**config.mk**
```make
export PLATFORM = sky130hd
export DESIGN_NAME = software_crash_watchdog
export DESIGN_NICKNAME = d
export VERILOG_FILES = /design/src/core/wdog_pkg.sv /design/src/core/software_crash_watchdog.sv
export SDC_FILE = /design/constraint.sdc
export NUM_CORES = 1
export LEC_CHECK = 0
export BUFFER_PORTS_ARGS = -buffer_cell sky130_fd_sc_hd__buf_2
export CORE_ASPECT_RATIO = 1.75
export CORE_MARGIN = 8
export CORE_UTILIZATION = 52
export DETAILED_ROUTE_END_ITERATION = 8
export HOLD_SLACK_MARGIN = 0.05
export PLACE_DENSITY = 0.86
export SLEW_MARGIN = 25
export SYNTH_ARGS = -nofsm -noshare
export SYNTH_HDL_FRONTEND = slang
export SYNTH_SLANG_ARGS = --single-unit
```
**constraint.sdc**
```tcl
create_clock -name i_ref_clk -period 2.4 [get_ports i_ref_clk]
set_input_delay 0.24 -clock i_ref_clk [delete_from_list [all_inputs] [get_ports i_ref_clk]]
set_output_delay 0.24 -clock i_ref_clk [all_outputs]
set_load 0.01 [all_outputs]
```
**src/core/wdog_pkg.sv**
```systemverilog
// constants, carriers and state type of the crash watchdog
package wdog_pkg;
  localparam logic [31:0] WDG_BASE_ADDR = 32'h4070_0000;
  localparam logic [11:0] OFF_RELOAD = 12'h000;
  localparam logic [11:0] OFF_COUNT = 12'h004;
  localparam logic [11:0] OFF_CTRL = 12'h008;
  localparam logic [11:0] OFF_ACK = 12'h00c;
  localparam logic [11:0] OFF_RAW = 12'h010;
  localparam logic [11:0] OFF_MASKED = 12'h014;
  localparam logic [11:0] OFF_PROTECT = 12'hc00;
  localparam logic [31:0] RELOAD_RST = 32'h0fff_ffff;
  localparam logic [31:0] COUNT_RST = 32'h0fff_ffff;
  localparam logic [1:0] CTRL_RST = 2'h0;
  localparam int CTRL_IRQ_EN_BIT = 0;
  localparam int CTRL_RST_EN_BIT = 1;
  localparam logic RAW_RST = 1'b0;
  localparam logic LOCKED_RST = 1'b0;
  localparam logic [31:0] PROTECT_KEY = 32'h1acc_e551;
  localparam int CLK_PERIOD_NS = 50;
  localparam int RST_PULSE_NS = 1000;
  localparam int RST_PULSE_CYC = (RST_PULSE_NS + CLK_PERIOD_NS - 1) / CLK_PERIOD_NS;
  localparam logic [1:0] RESP_OKAY = 2'h0;
  localparam logic [1:0] RESP_DECERR = 2'h3;

  typedef enum logic [2:0] {
    REG_NONE, REG_RELOAD, REG_COUNT, REG_CTRL, REG_ACK, REG_RAW, REG_MASKED, REG_PROTECT
  } reg_sel_t;

  typedef struct packed {
    logic awvalid;
    logic [31:0] awaddr;
    logic wvalid;
    logic [31:0] wdata;
    logic [3:0] wstrb;
    logic bready;
    logic arvalid;
    logic [31:0] araddr;
    logic rready;
  } axil_req_t;

  typedef struct packed {
    logic awready;
    logic wready;
    logic bvalid;
    logic [1:0] bresp;
    logic arready;
    logic rvalid;
    logic [31:0] rdata;
    logic [1:0] rresp;
  } axil_rsp_t;

  typedef struct packed {
    logic sync1;
    logic sync2;
    logic sync3;
    logic [31:0] reload;
    logic [31:0] count;
    logic irq_en;
    logic rst_en;
    logic raw;
    logic locked;
    logic [7:0] rst_cnt;
    logic rst_out;
    logic irq_out;
    logic aw_hold;
    logic [31:0] aw_addr;
    logic w_hold;
    logic [31:0] w_data;
    logic [3:0] w_strb;
    axil_rsp_t bus;
  } wd_state_t;
endpackage

```
**src/core/software_crash_watchdog.sv**
```systemverilog
// crash watchdog: slow-tick down counter, reset on unserved expiry, axi4-lite registers
//
// Chosen here: register access over AXI4-Lite.
`timescale 1ns/1ns
`default_nettype none

// What this block does
// - 32-bit counter decrements per slow tick
// - interrupt period is load value plus one
// - zero while enabled sets interrupt status
// - reload from load register, keep counting
// - second expiry with status set resets system
// - disable stops; enable restarts from load value
// - key write unlocks other register writes
// - other value locks; blocked writes change nothing
// - registers decoded at fixed peripheral base
// - load write restarts count immediately
// - count register reads live count, ignores writes
// - control bit 0 enables interrupts, resets 0
// - control bit 1 enables reset, resets 0
// - acknowledge write clears status, reloads; reads zero
// - load and count reset 0x0fffffff, others zero
// - raw and masked status read-only bit 0
// - protect register reads 1 when locked
module software_crash_watchdog
  import wdog_pkg::*;
(
  input wire logic i_ref_clk,
  input wire logic i_srst,
  input wire logic i_slow_clk,
  input wire axil_req_t i_axi,
  output var axil_rsp_t o_axi,
  output logic o_wdt_irq,
  output logic o_wdt_reset
);

  wd_state_t s;
  wd_state_t next_s;
  logic slow_tick;
  logic expire;
  reg_sel_t wr_sel;
  reg_sel_t rd_sel;
  logic wr_exec;
  logic wr_ok;
  logic [31:0] wr_word;
  logic [31:0] prot_word;

  function automatic reg_sel_t decode(input logic [31:0] addr);
    reg_sel_t sel;
    sel = REG_NONE;
    if (addr[31:12] == WDG_BASE_ADDR[31:12])
    begin
      case (addr[11:0])
        OFF_RELOAD: sel = REG_RELOAD;
        OFF_COUNT: sel = REG_COUNT;
        OFF_CTRL: sel = REG_CTRL;
        OFF_ACK: sel = REG_ACK;
        OFF_RAW: sel = REG_RAW;
        OFF_MASKED: sel = REG_MASKED;
        OFF_PROTECT: sel = REG_PROTECT;
        default: sel = REG_NONE;
      endcase
    end
    return sel;
  endfunction

  function automatic logic [31:0] merge(input logic [31:0] old, input logic [31:0] dat,
                                        input logic [3:0] strb);
    logic [31:0] res;
    res = old;
    for (int i = 0; i < 4; i++)
    begin
      if (strb[i])
      begin
        res[i*8 +: 8] = dat[i*8 +: 8];
      end
    end
    return res;
  endfunction

  // slow clock edge after two-flop synchroniser
  assign slow_tick = s.sync2 & ~s.sync3;
  assign expire = slow_tick & s.irq_en & (s.count == 32'h0);
  assign wr_sel = decode(s.aw_addr);
  assign rd_sel = decode(i_axi.araddr);
  assign wr_exec = s.aw_hold & s.w_hold & ~s.bus.bvalid;
  assign wr_ok = wr_exec & ((wr_sel == REG_PROTECT) | (~s.locked & (wr_sel != REG_NONE)));
  assign wr_word = merge(s.reload, s.w_data, s.w_strb);
  assign prot_word = merge(32'h0, s.w_data, s.w_strb);

  always_comb
  begin
    next_s = s;
    next_s.sync1 = i_slow_clk;
    next_s.sync2 = s.sync1;
    next_s.sync3 = s.sync2;
    if (slow_tick && s.irq_en)
    begin
      if (s.count == 32'h0)
      begin
        next_s.raw = 1'b1;
        next_s.count = s.reload;
      end
      else
      begin
        next_s.count = s.count - 32'h1;
      end
    end
    if (s.rst_cnt != 8'h0)
    begin
      next_s.rst_cnt = s.rst_cnt - 8'h1;
    end
    if (expire && s.raw && s.rst_en)
    begin
      next_s.rst_cnt = RST_PULSE_CYC[7:0];
    end
    // write channel capture
    if (i_axi.awvalid && s.bus.awready)
    begin
      next_s.aw_hold = 1'b1;
      next_s.aw_addr = i_axi.awaddr;
    end
    if (i_axi.wvalid && s.bus.wready)
    begin
      next_s.w_hold = 1'b1;
      next_s.w_data = i_axi.wdata;
      next_s.w_strb = i_axi.wstrb;
    end
    if (s.bus.bvalid && i_axi.bready)
    begin
      next_s.bus.bvalid = 1'b0;
    end
    if (wr_exec)
    begin
      next_s.aw_hold = 1'b0;
      next_s.w_hold = 1'b0;
      next_s.bus.bvalid = 1'b1;
      next_s.bus.bresp = (wr_sel == REG_NONE) ? RESP_DECERR : RESP_OKAY;
    end
    if (wr_ok)
    begin
      case (wr_sel)
        REG_RELOAD:
        begin
          next_s.reload = wr_word;
          next_s.count = wr_word;
        end
        REG_CTRL:
        begin
          next_s.irq_en = (s.w_strb[0]) ? s.w_data[CTRL_IRQ_EN_BIT] : s.irq_en;
          next_s.rst_en = (s.w_strb[0]) ? s.w_data[CTRL_RST_EN_BIT] : s.rst_en;
        end
        REG_ACK:
        begin
          // an expiry in the same cycle wins over the clear
          next_s.raw = expire;
          next_s.count = s.reload;
        end
        REG_PROTECT: next_s.locked = (prot_word != PROTECT_KEY);
        default: next_s.locked = s.locked;
      endcase
    end
    if (!s.irq_en && next_s.irq_en)
    begin
      next_s.count = next_s.reload;
    end
    if (!next_s.rst_en)
    begin
      next_s.rst_cnt = 8'h0;
    end
    next_s.rst_out = (next_s.rst_cnt != 8'h0);
    next_s.irq_out = next_s.raw & next_s.irq_en;
    next_s.bus.awready = ~next_s.aw_hold & ~next_s.bus.bvalid;
    next_s.bus.wready = ~next_s.w_hold & ~next_s.bus.bvalid;
    // read channel
    if (s.bus.rvalid && i_axi.rready)
    begin
      next_s.bus.rvalid = 1'b0;
    end
    if (i_axi.arvalid && s.bus.arready)
    begin
      next_s.bus.rvalid = 1'b1;
      next_s.bus.rresp = (rd_sel == REG_NONE) ? RESP_DECERR : RESP_OKAY;
      case (rd_sel)
        REG_RELOAD: next_s.bus.rdata = s.reload;
        REG_COUNT: next_s.bus.rdata = s.count;
        REG_CTRL: next_s.bus.rdata = {30'h0, s.rst_en, s.irq_en};
        REG_RAW: next_s.bus.rdata = {31'h0, s.raw};
        REG_MASKED: next_s.bus.rdata = {31'h0, s.raw & s.irq_en};
        REG_PROTECT: next_s.bus.rdata = {31'h0, s.locked};
        default: next_s.bus.rdata = 32'h0;
      endcase
    end
    next_s.bus.arready = ~next_s.bus.rvalid;
  end

  always_ff @(posedge i_ref_clk)
  begin
    if (i_srst)
    begin
      s <= '0;
      s.reload <= RELOAD_RST;
      s.count <= COUNT_RST;
      s.irq_en <= CTRL_RST[CTRL_IRQ_EN_BIT];
      s.rst_en <= CTRL_RST[CTRL_RST_EN_BIT];
      s.raw <= RAW_RST;
      s.locked <= LOCKED_RST;
    end
    else
    begin
      s <= next_s;
    end
  end

  assign o_axi = s.bus;
  assign o_wdt_irq = s.irq_out;
  assign o_wdt_reset = s.rst_out;
endmodule
`default_nettype wire

```
---- Word-level counts from Yosys, hierarchy flattened ----
Index checks and enable logic that the tools add are counted.
word-level totals
  register bits after elaboration ......... 192
  logic and storage cells ................. 129
  input port bits ......................... 108
  output and inout port bits .............. 43
operators by class
  muxes and demuxes ....................... 39
  equality and inequality tests ........... 25
  add/sub/neg operators ................... 2
  bitwise operators ....................... 19
  reductions and logical operators ........ 19
operators with widths
  operator                 count
  $pmux W32 S6             1
  $mux W32                 4
  $mux W8                  11
  $mux W68                 1
  $pmux W32 S2             1
  $eq A12 B4 Y1 const B    4
  $eq A12 B5 Y1 const B    4
  $pmux W3 S7              2
  $eq A20 B19 Y1 const B   2
  $mux W37                 1
  $mux W35                 1
  $mux W33                 1
  $logic_not A32 Y1        1
  $ne A32 B29 Y1 const B   1
  $sub A32 B1 Y32 const B  1
  $eq A12 B12 Y1 const B   2
  $eq A12 B3 Y1 const B    2
  $logic_not A12 Y1        2
  $reduce_bool A8 Y1       2
  $eq A3 B3 Y1 const B     5
  $and A1 B1 Y1            11
  $mux W1                  10
  $eq A3 B2 Y1 const B     3
  $logic_and A1 B1 Y1      9
  other kinds (10)         22

---- Depth between registers and ports, before layout ----
Gate-level depths: netlist (run 1).
  word-level depth ........................ 10
  gate-level depth with buffers ........... 11
  depth with buffers taken out ............ 9

---- Least setup slack after synthesis (run 1) ----
No wires, ideal clock.
  kind .................................... register to register
  from .................................... reg s[146] (netlist bit)
  to ...................................... reg s[152] (netlist bit)
  required time ........................... 2.274 ns
  data arrival time ....................... 2.309 ns
  clock period less this slack ............ 2.435 ns
  cell stages (with the launch flop) ...... 8
  buffers on the path ..................... 0
  library setup time ...................... 0.126 ns
  slack ................................... -0.035 ns
  path through ............................ dfxtp_1 or4_1 or2_1 or4_1 o41ai_1 a21oi_1 o311ai_1 nand3_1
between the ends
  word-level cells in the longest chain between the ends .. 6
  elaborated cells between the ends (all ways) .. 7
  those cells by class .................... 1 x add/sub; 5 x mux; 1 x reduce/logical
ends and longest elaborated chain
  item                                                         line                                                           source
  start, declared                                              software_crash_watchdog.sv:37                                  wd_state_t s;
  start signal, assigned                                       software_crash_watchdog.sv:211                                 s <= next_s;
  $sub A32 B1 Y32 / $logic_not A32 Y1 (equally long branches)  software_crash_watchdog.sv:106, software_crash_watchdog.sv:99
  $mux W32 (*)                                                 software_crash_watchdog.sv:99                                  if (s.count == 32'h0)
  $mux W32 (*)                                                 software_crash_watchdog.sv:97                                  if (slow_tick && s.irq_en)
  $pmux W32 S2                                                 software_crash_watchdog.sv:142                                 case (wr_sel)
  $mux W68 (*)                                                 software_crash_watchdog.sv:140                                 if (wr_ok)
  $mux W32 (*)                                                 software_crash_watchdog.sv:163                                 if (!s.irq_en && next_s.irq_en)
Mark *: on every way between the ends. The rest lies on a longest branch, timed or not.
A chain may end at the register's enable or synchronous reset.

---- Worst setup path after layout (run 1) ----
  from .................................... reg s[142] (netlist bit)
  to ...................................... reg s[156] (netlist bit)
Same word-level chain as after synthesis.

==> results.txt, run 1 <==
Status -> complete, but fails checks
Violated checks -> setup timing
Kind of critical path -> reg -> reg
Internal -> 0.00500 W
Critical path's slowest cell -> or4_4
Area leader, netlist -> dfxtp_1
Register area -> 3820 um2
Fillers -> 1343
Boundary Pins -> 151
Crit path cell chain -> or4_4 > or2_4 > or4_4 > o31ai_4 > a21oi_2 > a2111oi_2 > a211oi_1
Netlist Area Pre-Place -> 9440 um2
Die area -> 22900 um2
PortBufs -> 150
Setup WS post-layout -> -41.9 ps
Psw -> 0.00172 W
Final Hold Viols -> 0
Nets -> 1616
Placer Congestion -> 1.05
Worst hold path class -> in -> reg
Max Buffers Root-to-Sink -> 2
Initial DRC Count -> 996
Setup TNS -> -130 ps
EDFF count, synth -> 0
Diode count -> 0
CP Buf/Inv Count -> 0
Clock Latency Late Sink -> 440 ps
Lkg Pwr -> 5.21 nW
CP required -> 2710 ps
Vias in the first global route -> 10600
Async SR Flop Fraction -> 0
Setup crit end kind -> register
Vias -> 10600
First-pass GRT wire length -> 54.6 mm
Fin cells -> 1752
TritonCTS clock tree -> yes
# Max-Cap Violations -> 0
Initial Util -> 0.527
Detail-routed net length per standard cell -> 20.4 um
Worst-margin pin slew -> 584 ps
Most frequent CP cell -> or4_4
Final Max Slew Viols -> 0
Sw Share -> 0.256
Cell family with most CP delay -> simple AND/OR/NAND/NOR gates
GRT overflow -> 0
Cell Rows -> 65
Vias per cell -> 6.07
Normalized max-slew margin -> 0.611
Initial antenna violation count -> 0
Final setup vio count -> 7
Clock sink count -> 190
Gr usage total -> 0.296
CTS Buf Count -> 17
Register area share after synthesis -> 0.403
# DRC -> 0
Peak supply drop -> 0.487 mV
Peak per-stage delay on the critical path -> 530 ps
Crit Path Max Fanout -> 2
Area of the multi-input gates -> 5390 um2
Area grow syn2layout -> 36.3%
Max Fclk -> 0.410 GHz
Synth Area per Inst -> 7.77 um2
Yosys cell types -> 71
Worst setup SP type -> register
Share of cells above drive strength 1 -> 0.299
Warnings from Yosys -> 0
WL final -> 35.7 mm
Final core utilization -> 0.719
Share of the synthesized area in the top cell type -> 0.403
RSZ-0062 raised after global routing -> true
Placed cells -> 1653
Power density of the placed cells -> 522 nW/um2
Clock Pin Slew Worst Setup and Hold Paths -> 70 ps
Yosys reg bits -> 190
Worst Clk Skew -> 10.9 ps
# H-tree levels -> 4
Tmin final -> 2440 ps
DRT Pass-1 Iters -> 6
Fin crit share -> 1.02
Most used flip-flop cell after synthesis -> dfxtp_1
Synthesized Nets -> 1326
Dpl ws -> -275 ps
Antenna viol nets, final -> 0
Core box area -> 17900 um2
Post-DP HPWL -> 24.7 mm
Critical Path AT -> 2750 ps
Seq pwr share -> 0.490
Largest net degree at the start of global routing -> 55
Die X -> 118 um
Die Ht -> 194 um
Root Buffer Master -> clkbuf_16
Area contributors post-synth -> dfxtp_1 40%, nand2_1 11%, a21oi_1 6.5%
Clk pwr share -> 0.403
Mapped Cells -> 1215
Combinational Power Share -> 0.107
-- stage by stage --
step / instance area (um2) / hold WS [ps] / power, W
3_5_place_dp: 11200 / 437 / 0.00393
3_3_place_gp: 11200 / 426 / 0.00391
5_1_grt: 12900 / 58.0 / 0.00692
4_1_cts: 12500 / 50.8 / 0.00666
6_report: 12900 / 60.8 / 0.00672
2_1_floorplan: 9440 / 368 / 0.00363
-- sequential cells by signal, summed over array words and instances, names as in the netlist --
name	flops
s	147
o_axi	39
next_s	2
o_wdt_irq	1
o_wdt_reset	1
-- kinds of logic (layout without fill, tap and decap cells) --
kind of cell	Yosys count	count (layout)	share of synthesized area
AO/OA/AOI/OAI	338	338	0.223
buffers and inverters	126	429	0.0689
flip-flops	190	190	0.403
AND/OR/NAND/NOR	534	534	0.277
XOR/XNOR	13	13	0.0121
adder cells (fa/ha/maj)	3	3	0.00398
multiplexers	11	11	0.0119
-- cell type report --
type / instances / area share
inverters: 14 / 0.00408
clock buffers: 20 / 0.0339
clock inverters: 12 / 0.00885
multi-input cells: 899 / 0.419
well taps: 234 / 0.0228
repair buffers: 383 / 0.215
flip-flops and latches: 190 / 0.297
-- Yosys cell counts, types with 7 or more instances --
cell type,number
buf_4,44
nand2b_1,7
xor2_1,8
o211ai_1,21
and3_1,10
a211oi_1,11
and2_1,12
o21ai_1,33
o21ai_0,40
nor2_1,46
nor4b_1,8
nor3_1,30
nor2b_1,7
nand3_1,39
or4_1,7
mux2i_1,9
or3_1,7
clkbuf_1,50
dfxtp_1,190
nand2_1,274
a22oi_1,36
buf_2,9
a21oi_1,122
nor4_1,30
inv_1,14
nand4_1,11
buf_1,8
a31oi_1,12
-- placed cells by master, fill, tap and decap left out, types with 7 or more instances in the layout --
cell type and count:
a211oi_1 9, clkbuf_16 17, or3_1 7, buf_6 10, dlygate4sd3_1 52, nand3_1 36, a21oi_2 7, dfxtp_2 9
and3_1 8, o21ai_0 29, and2_1 9, nor3_1 26, a21oi_1 116, nor2_1 44, inv_1 12, o211ai_1 21
nor4_1 19, nand2_1 272, buf_2 149, a22oi_1 35, buf_4 164, nor4_2 11, nand4_1 11, a31oi_1 12
xor2_1 8, nand2b_1 7, mux2i_1 9, dfxtp_1 180, o21ai_1 41
-- timing repair --
action | in CTS | in global routing
resized for setup | 36 | 78
pin swaps | 15 | 41
endpoints found under the hold margin | 52 | 0
hold buffers | 52 | 0
endpoints found under the setup margin | 36 | 49
setup buffers | 5 | 10
-- worst min-delay path, cell delays in order --
cell and delay, ps:
buf_2 90, nand2_1 60, a21oi_1 50
-- worst paths after layout --
path | start | to | slack (ps) | depth (start not counted)
worst max-delay path | s[142]$_SDFF_PP1_ | s[156]$_SDFF_PP0_ | -40 | 7
worst min register to register | o_axi[32]$_SDFFE_PP0P_ | o_axi[32]$_SDFFE_PP0P_ | 450 | 2
worst max register to register | s[142]$_SDFF_PP1_ | s[156]$_SDFF_PP0_ | -40 | 7
worst min-delay path | i_axi[37] | s[43]$_SDFFE_PP0P_ | 60 | 3
-- power by group through the flow --
| stage | sequential, W | combinational [W] | clock (W) |
|---|---|---|---|
| 2_1_floorplan | 0.00333 | 0.000301 | 0 |
| 3_3_place_gp | 0.00335 | 0.000564 | 0 |
| 3_5_place_dp | 0.00335 | 0.000575 | 0 |
| 4_1_cts | 0.00328 | 0.000656 | 0.00272 |
| 5_1_grt | 0.00330 | 0.000770 | 0.00285 |
| 6_report | 0.00329 | 0.000720 | 0.00271 |
-- routing by layer --
layer	vias to the layer above	wire length (um)	share of wire	global-route usage
li1	4921	-	-	-
met1	4944	12500	0.35	0.296
met2	605	18300	0.51	0.532
met3	168	2660	0.075	0.0679
met4	0	2260	0.063	0.202
met5	-	0	0	0
No activity file was read; power rests on OpenSTA's default activity.
==> run 2: changes to the inputs <==
--- a/config.mk
+++ b/config.mk
@@ -5,13 +5,13 @@
 export SDC_FILE = /design/constraint.sdc
 export NUM_CORES = 1
 export LEC_CHECK = 0
-export BUFFER_PORTS_ARGS = -buffer_cell sky130_fd_sc_hd__buf_2
 export CORE_ASPECT_RATIO = 1.75
 export CORE_MARGIN = 8
-export CORE_UTILIZATION = 52
+export CORE_UTILIZATION = 55
 export DETAILED_ROUTE_END_ITERATION = 8
+export DONT_BUFFER_PORTS = 1
 export HOLD_SLACK_MARGIN = 0.05
-export PLACE_DENSITY = 0.86
+export PLACE_DENSITY = 0.82
 export SLEW_MARGIN = 25
 export SYNTH_ARGS = -nofsm -noshare
 export SYNTH_HDL_FRONTEND = slang
==> results.txt, run 2 (synthesis results as in run 1) <==
Status -> complete, but fails checks
Violated checks -> setup timing
Cell family with most CP delay -> simple AND/OR/NAND/NOR gates
Root Buffer Master -> clkbuf_16
Clock Pin Slew Worst Setup and Hold Paths -> 70 ps
Register area -> 3810 um2
Hold_buf cts -> 73
CP required -> 2740 ps
Commonest cells after routing, fill and taps aside -> 262 x nand2_1, 184 x dfxtp_1, 153 x buf_4
Fillers -> 1280
Area of the multi-input gates -> 5410 um2
Worst hold path class -> in -> reg
CTS Buf Count -> 17
Die Ht -> 189 um
Setup crit end kind -> register
Setup WS post-layout -> -202 ps
Vias in the first global route -> 10400
Final setup vio count -> 3
Reg-to-reg endpoint -> s[131]$_SDFF_PP1_
Max Fclk -> 0.384 GHz
Final core utilization -> 0.726
Peak per-stage delay on the critical path -> 530 ps
Worst Hold End -> o_axi[4]$_SDFFE_PP0P_
Worst r2r src -> s[146]$_SDFF_PP1_
TritonCTS clock tree -> yes
Max Buffers Root-to-Sink -> 2
Placed cell area -> 10400 um2
Initial antenna violation count -> 0
Worst Clk Skew -> 10.8 ps
Post-DP HPWL -> 23.5 mm
Nets -> 1474
Biggest register -> s
Gr usage total -> 0.304
Initial DRC Count -> 835
First-pass GRT wire length -> 52.3 mm
Most common cell after layout, fill and taps aside -> nand2_1
Vias per cell -> 6.30
Critical Path AT -> 2940 ps
Placer Congestion -> 1.02
GRT overflow -> 0
Largest register FFs -> 147
Cell Rows -> 63
CP Buf/Inv Count -> 3
Hold path cells -> 3
RSZ-0062 raised after global routing -> true
Boundary Pins -> 151
Setup TNS -> -373 ps
Worst setup SP type -> register
Crit Path Max Fanout -> 5
Peak supply drop -> 0.432 mV
Fin crit share -> 1.08
Largest net degree at the start of global routing -> 82
WL final -> 34.0 mm
Normalized max-slew margin -> 0.348
Lkg Pwr -> 4.61 nW
Power density of the placed cells -> 546 nW/um2
Final Max Slew Viols -> 0
Crit path cell chain -> or4_4 > or2_4 > buf_6 > nor3_4 > buf_6 > buf_12 > a21oi_2 > a21oi_2 > nand2b_1 > a31o_2
# Max-Cap Violations -> 0
DRT Pass-1 Iters -> 5
Worst-margin pin slew -> 975 ps
Die area -> 21800 um2
Kind of critical path -> reg -> reg
Initial Util -> 0.559
# H-tree levels -> 4
Final Hold Viols -> 0
Detail-routed net length per standard cell -> 21.2 um
# DRC -> 0
Core box area -> 16900 um2
Min-delay src -> i_srst
Die X -> 115 um
Antenna viol nets, final -> 0
PortBufs -> 0
Diode count -> 0
R2r setup slk -> -200 ps
Clock Latency Late Sink -> 440 ps
Vias -> 10100
Clock sink count -> 190
Share of cells above drive strength 1 -> 0.216
Area grow syn2layout -> 29.7%
Final Cell Area -> 12200 um2
R2R depth -> 10
Critical path's slowest cell -> or4_4
Tmin final -> 2600 ps
==> run 2: changes by cell type in the layout (fill, tap and decap cells not counted), moves of 8 or more <==
cell and change:
buf_2 -149, dlygate4sd3_1 +20, buf_4 -11, nand2_1 -10
nand2_2 +8
==> run 2: metal layers <==
metal | global-route usage | vias to the layer above | part of all wire
met3 | 0.0632 | 172 | 0.082
li1 | - | 4637 | -
met1 | 0.294 | 4711 | 0.34
met5 | 0 | - | 0
met4 | 0.238 | 0 | 0.071
met2 | 0.545 | 578 | 0.51
==> run 2: worst reg2reg max path, delay by kind of cell, from the launching register on <==
| kind | cells | cell delay (ps) |
|---|---|---|
| buffers and inverters | 3 | 390 |
| AND/OR/NAND/NOR | 4 | 1110 |
| flip-flops | 1 | 320 |
| AO/OA/AOI/OAI | 3 | 670 |
==> run 2: timing repair <==
item                                    4_1_cts  5_1_grt
pin swaps                                    10       29
endpoints found under the setup margin       26       57
buffers inserted                              5        9
gates resized for setup                      21       88
hold endpoints to repair                    109        1
cloned                                        0        0
==> run 2: how the worst max path moves through the flow <==
| stage | from | endpoint | slack (ps) | cells past startpoint |
|---|---|---|---|---|
| floorplan | s[144]$_SDFF_PP1_ | s[152]$_SDFF_PP1_ | -20 | 7 |
| global placement | s[125]$_SDFF_PP1_ | s[150]$_SDFF_PP1_ | -350 | 11 |
| detailed placement | s[126]$_SDFF_PP1_ | s[150]$_SDFF_PP1_ | -420 | 11 |
| CTS | s[144]$_SDFF_PP1_ | s[156]$_SDFF_PP0_ | -40 | 7 |
| global route | s[146]$_SDFF_PP1_ | s[131]$_SDFF_PP1_ | -310 | 10 |
| finish | s[146]$_SDFF_PP1_ | s[131]$_SDFF_PP1_ | -200 | 10 |
==> run 2: area by class of cell <==
class	count	share of cell area
Inverter	14	0.00429
Timing Repair Buffer	241	0.172
Tap cell	227	0.0232
Sequential cell	190	0.311
Clock inverter	13	0.0108
Multi-Input combinational cell	899	0.442
Clock buffer	19	0.0362
==> run 2: per-stage QoR <==
step	power, W	setup WS (ps)	hold slack, ps	instances
floorplan	0.00363	-23.3	368	1215
CTS	0.00661	-44.7	54.2	1594
finish	0.00668	-202	65.7	1603
global route	0.00687	-311	63.5	1603
global placement	0.00377	-346	336	1484
detailed placement	0.00378	-420	337	1484
==> run 2: power by group <==
part / internal, W / switching, W / leakage (nW)
registers: 0.00322 / 0.0000767 / 1.54
clock network: 0.00148 / 0.00130 / 0.263
logic: 0.000278 / 0.000324 / 2.81
total: 0.00498 / 0.00170 / 4.61
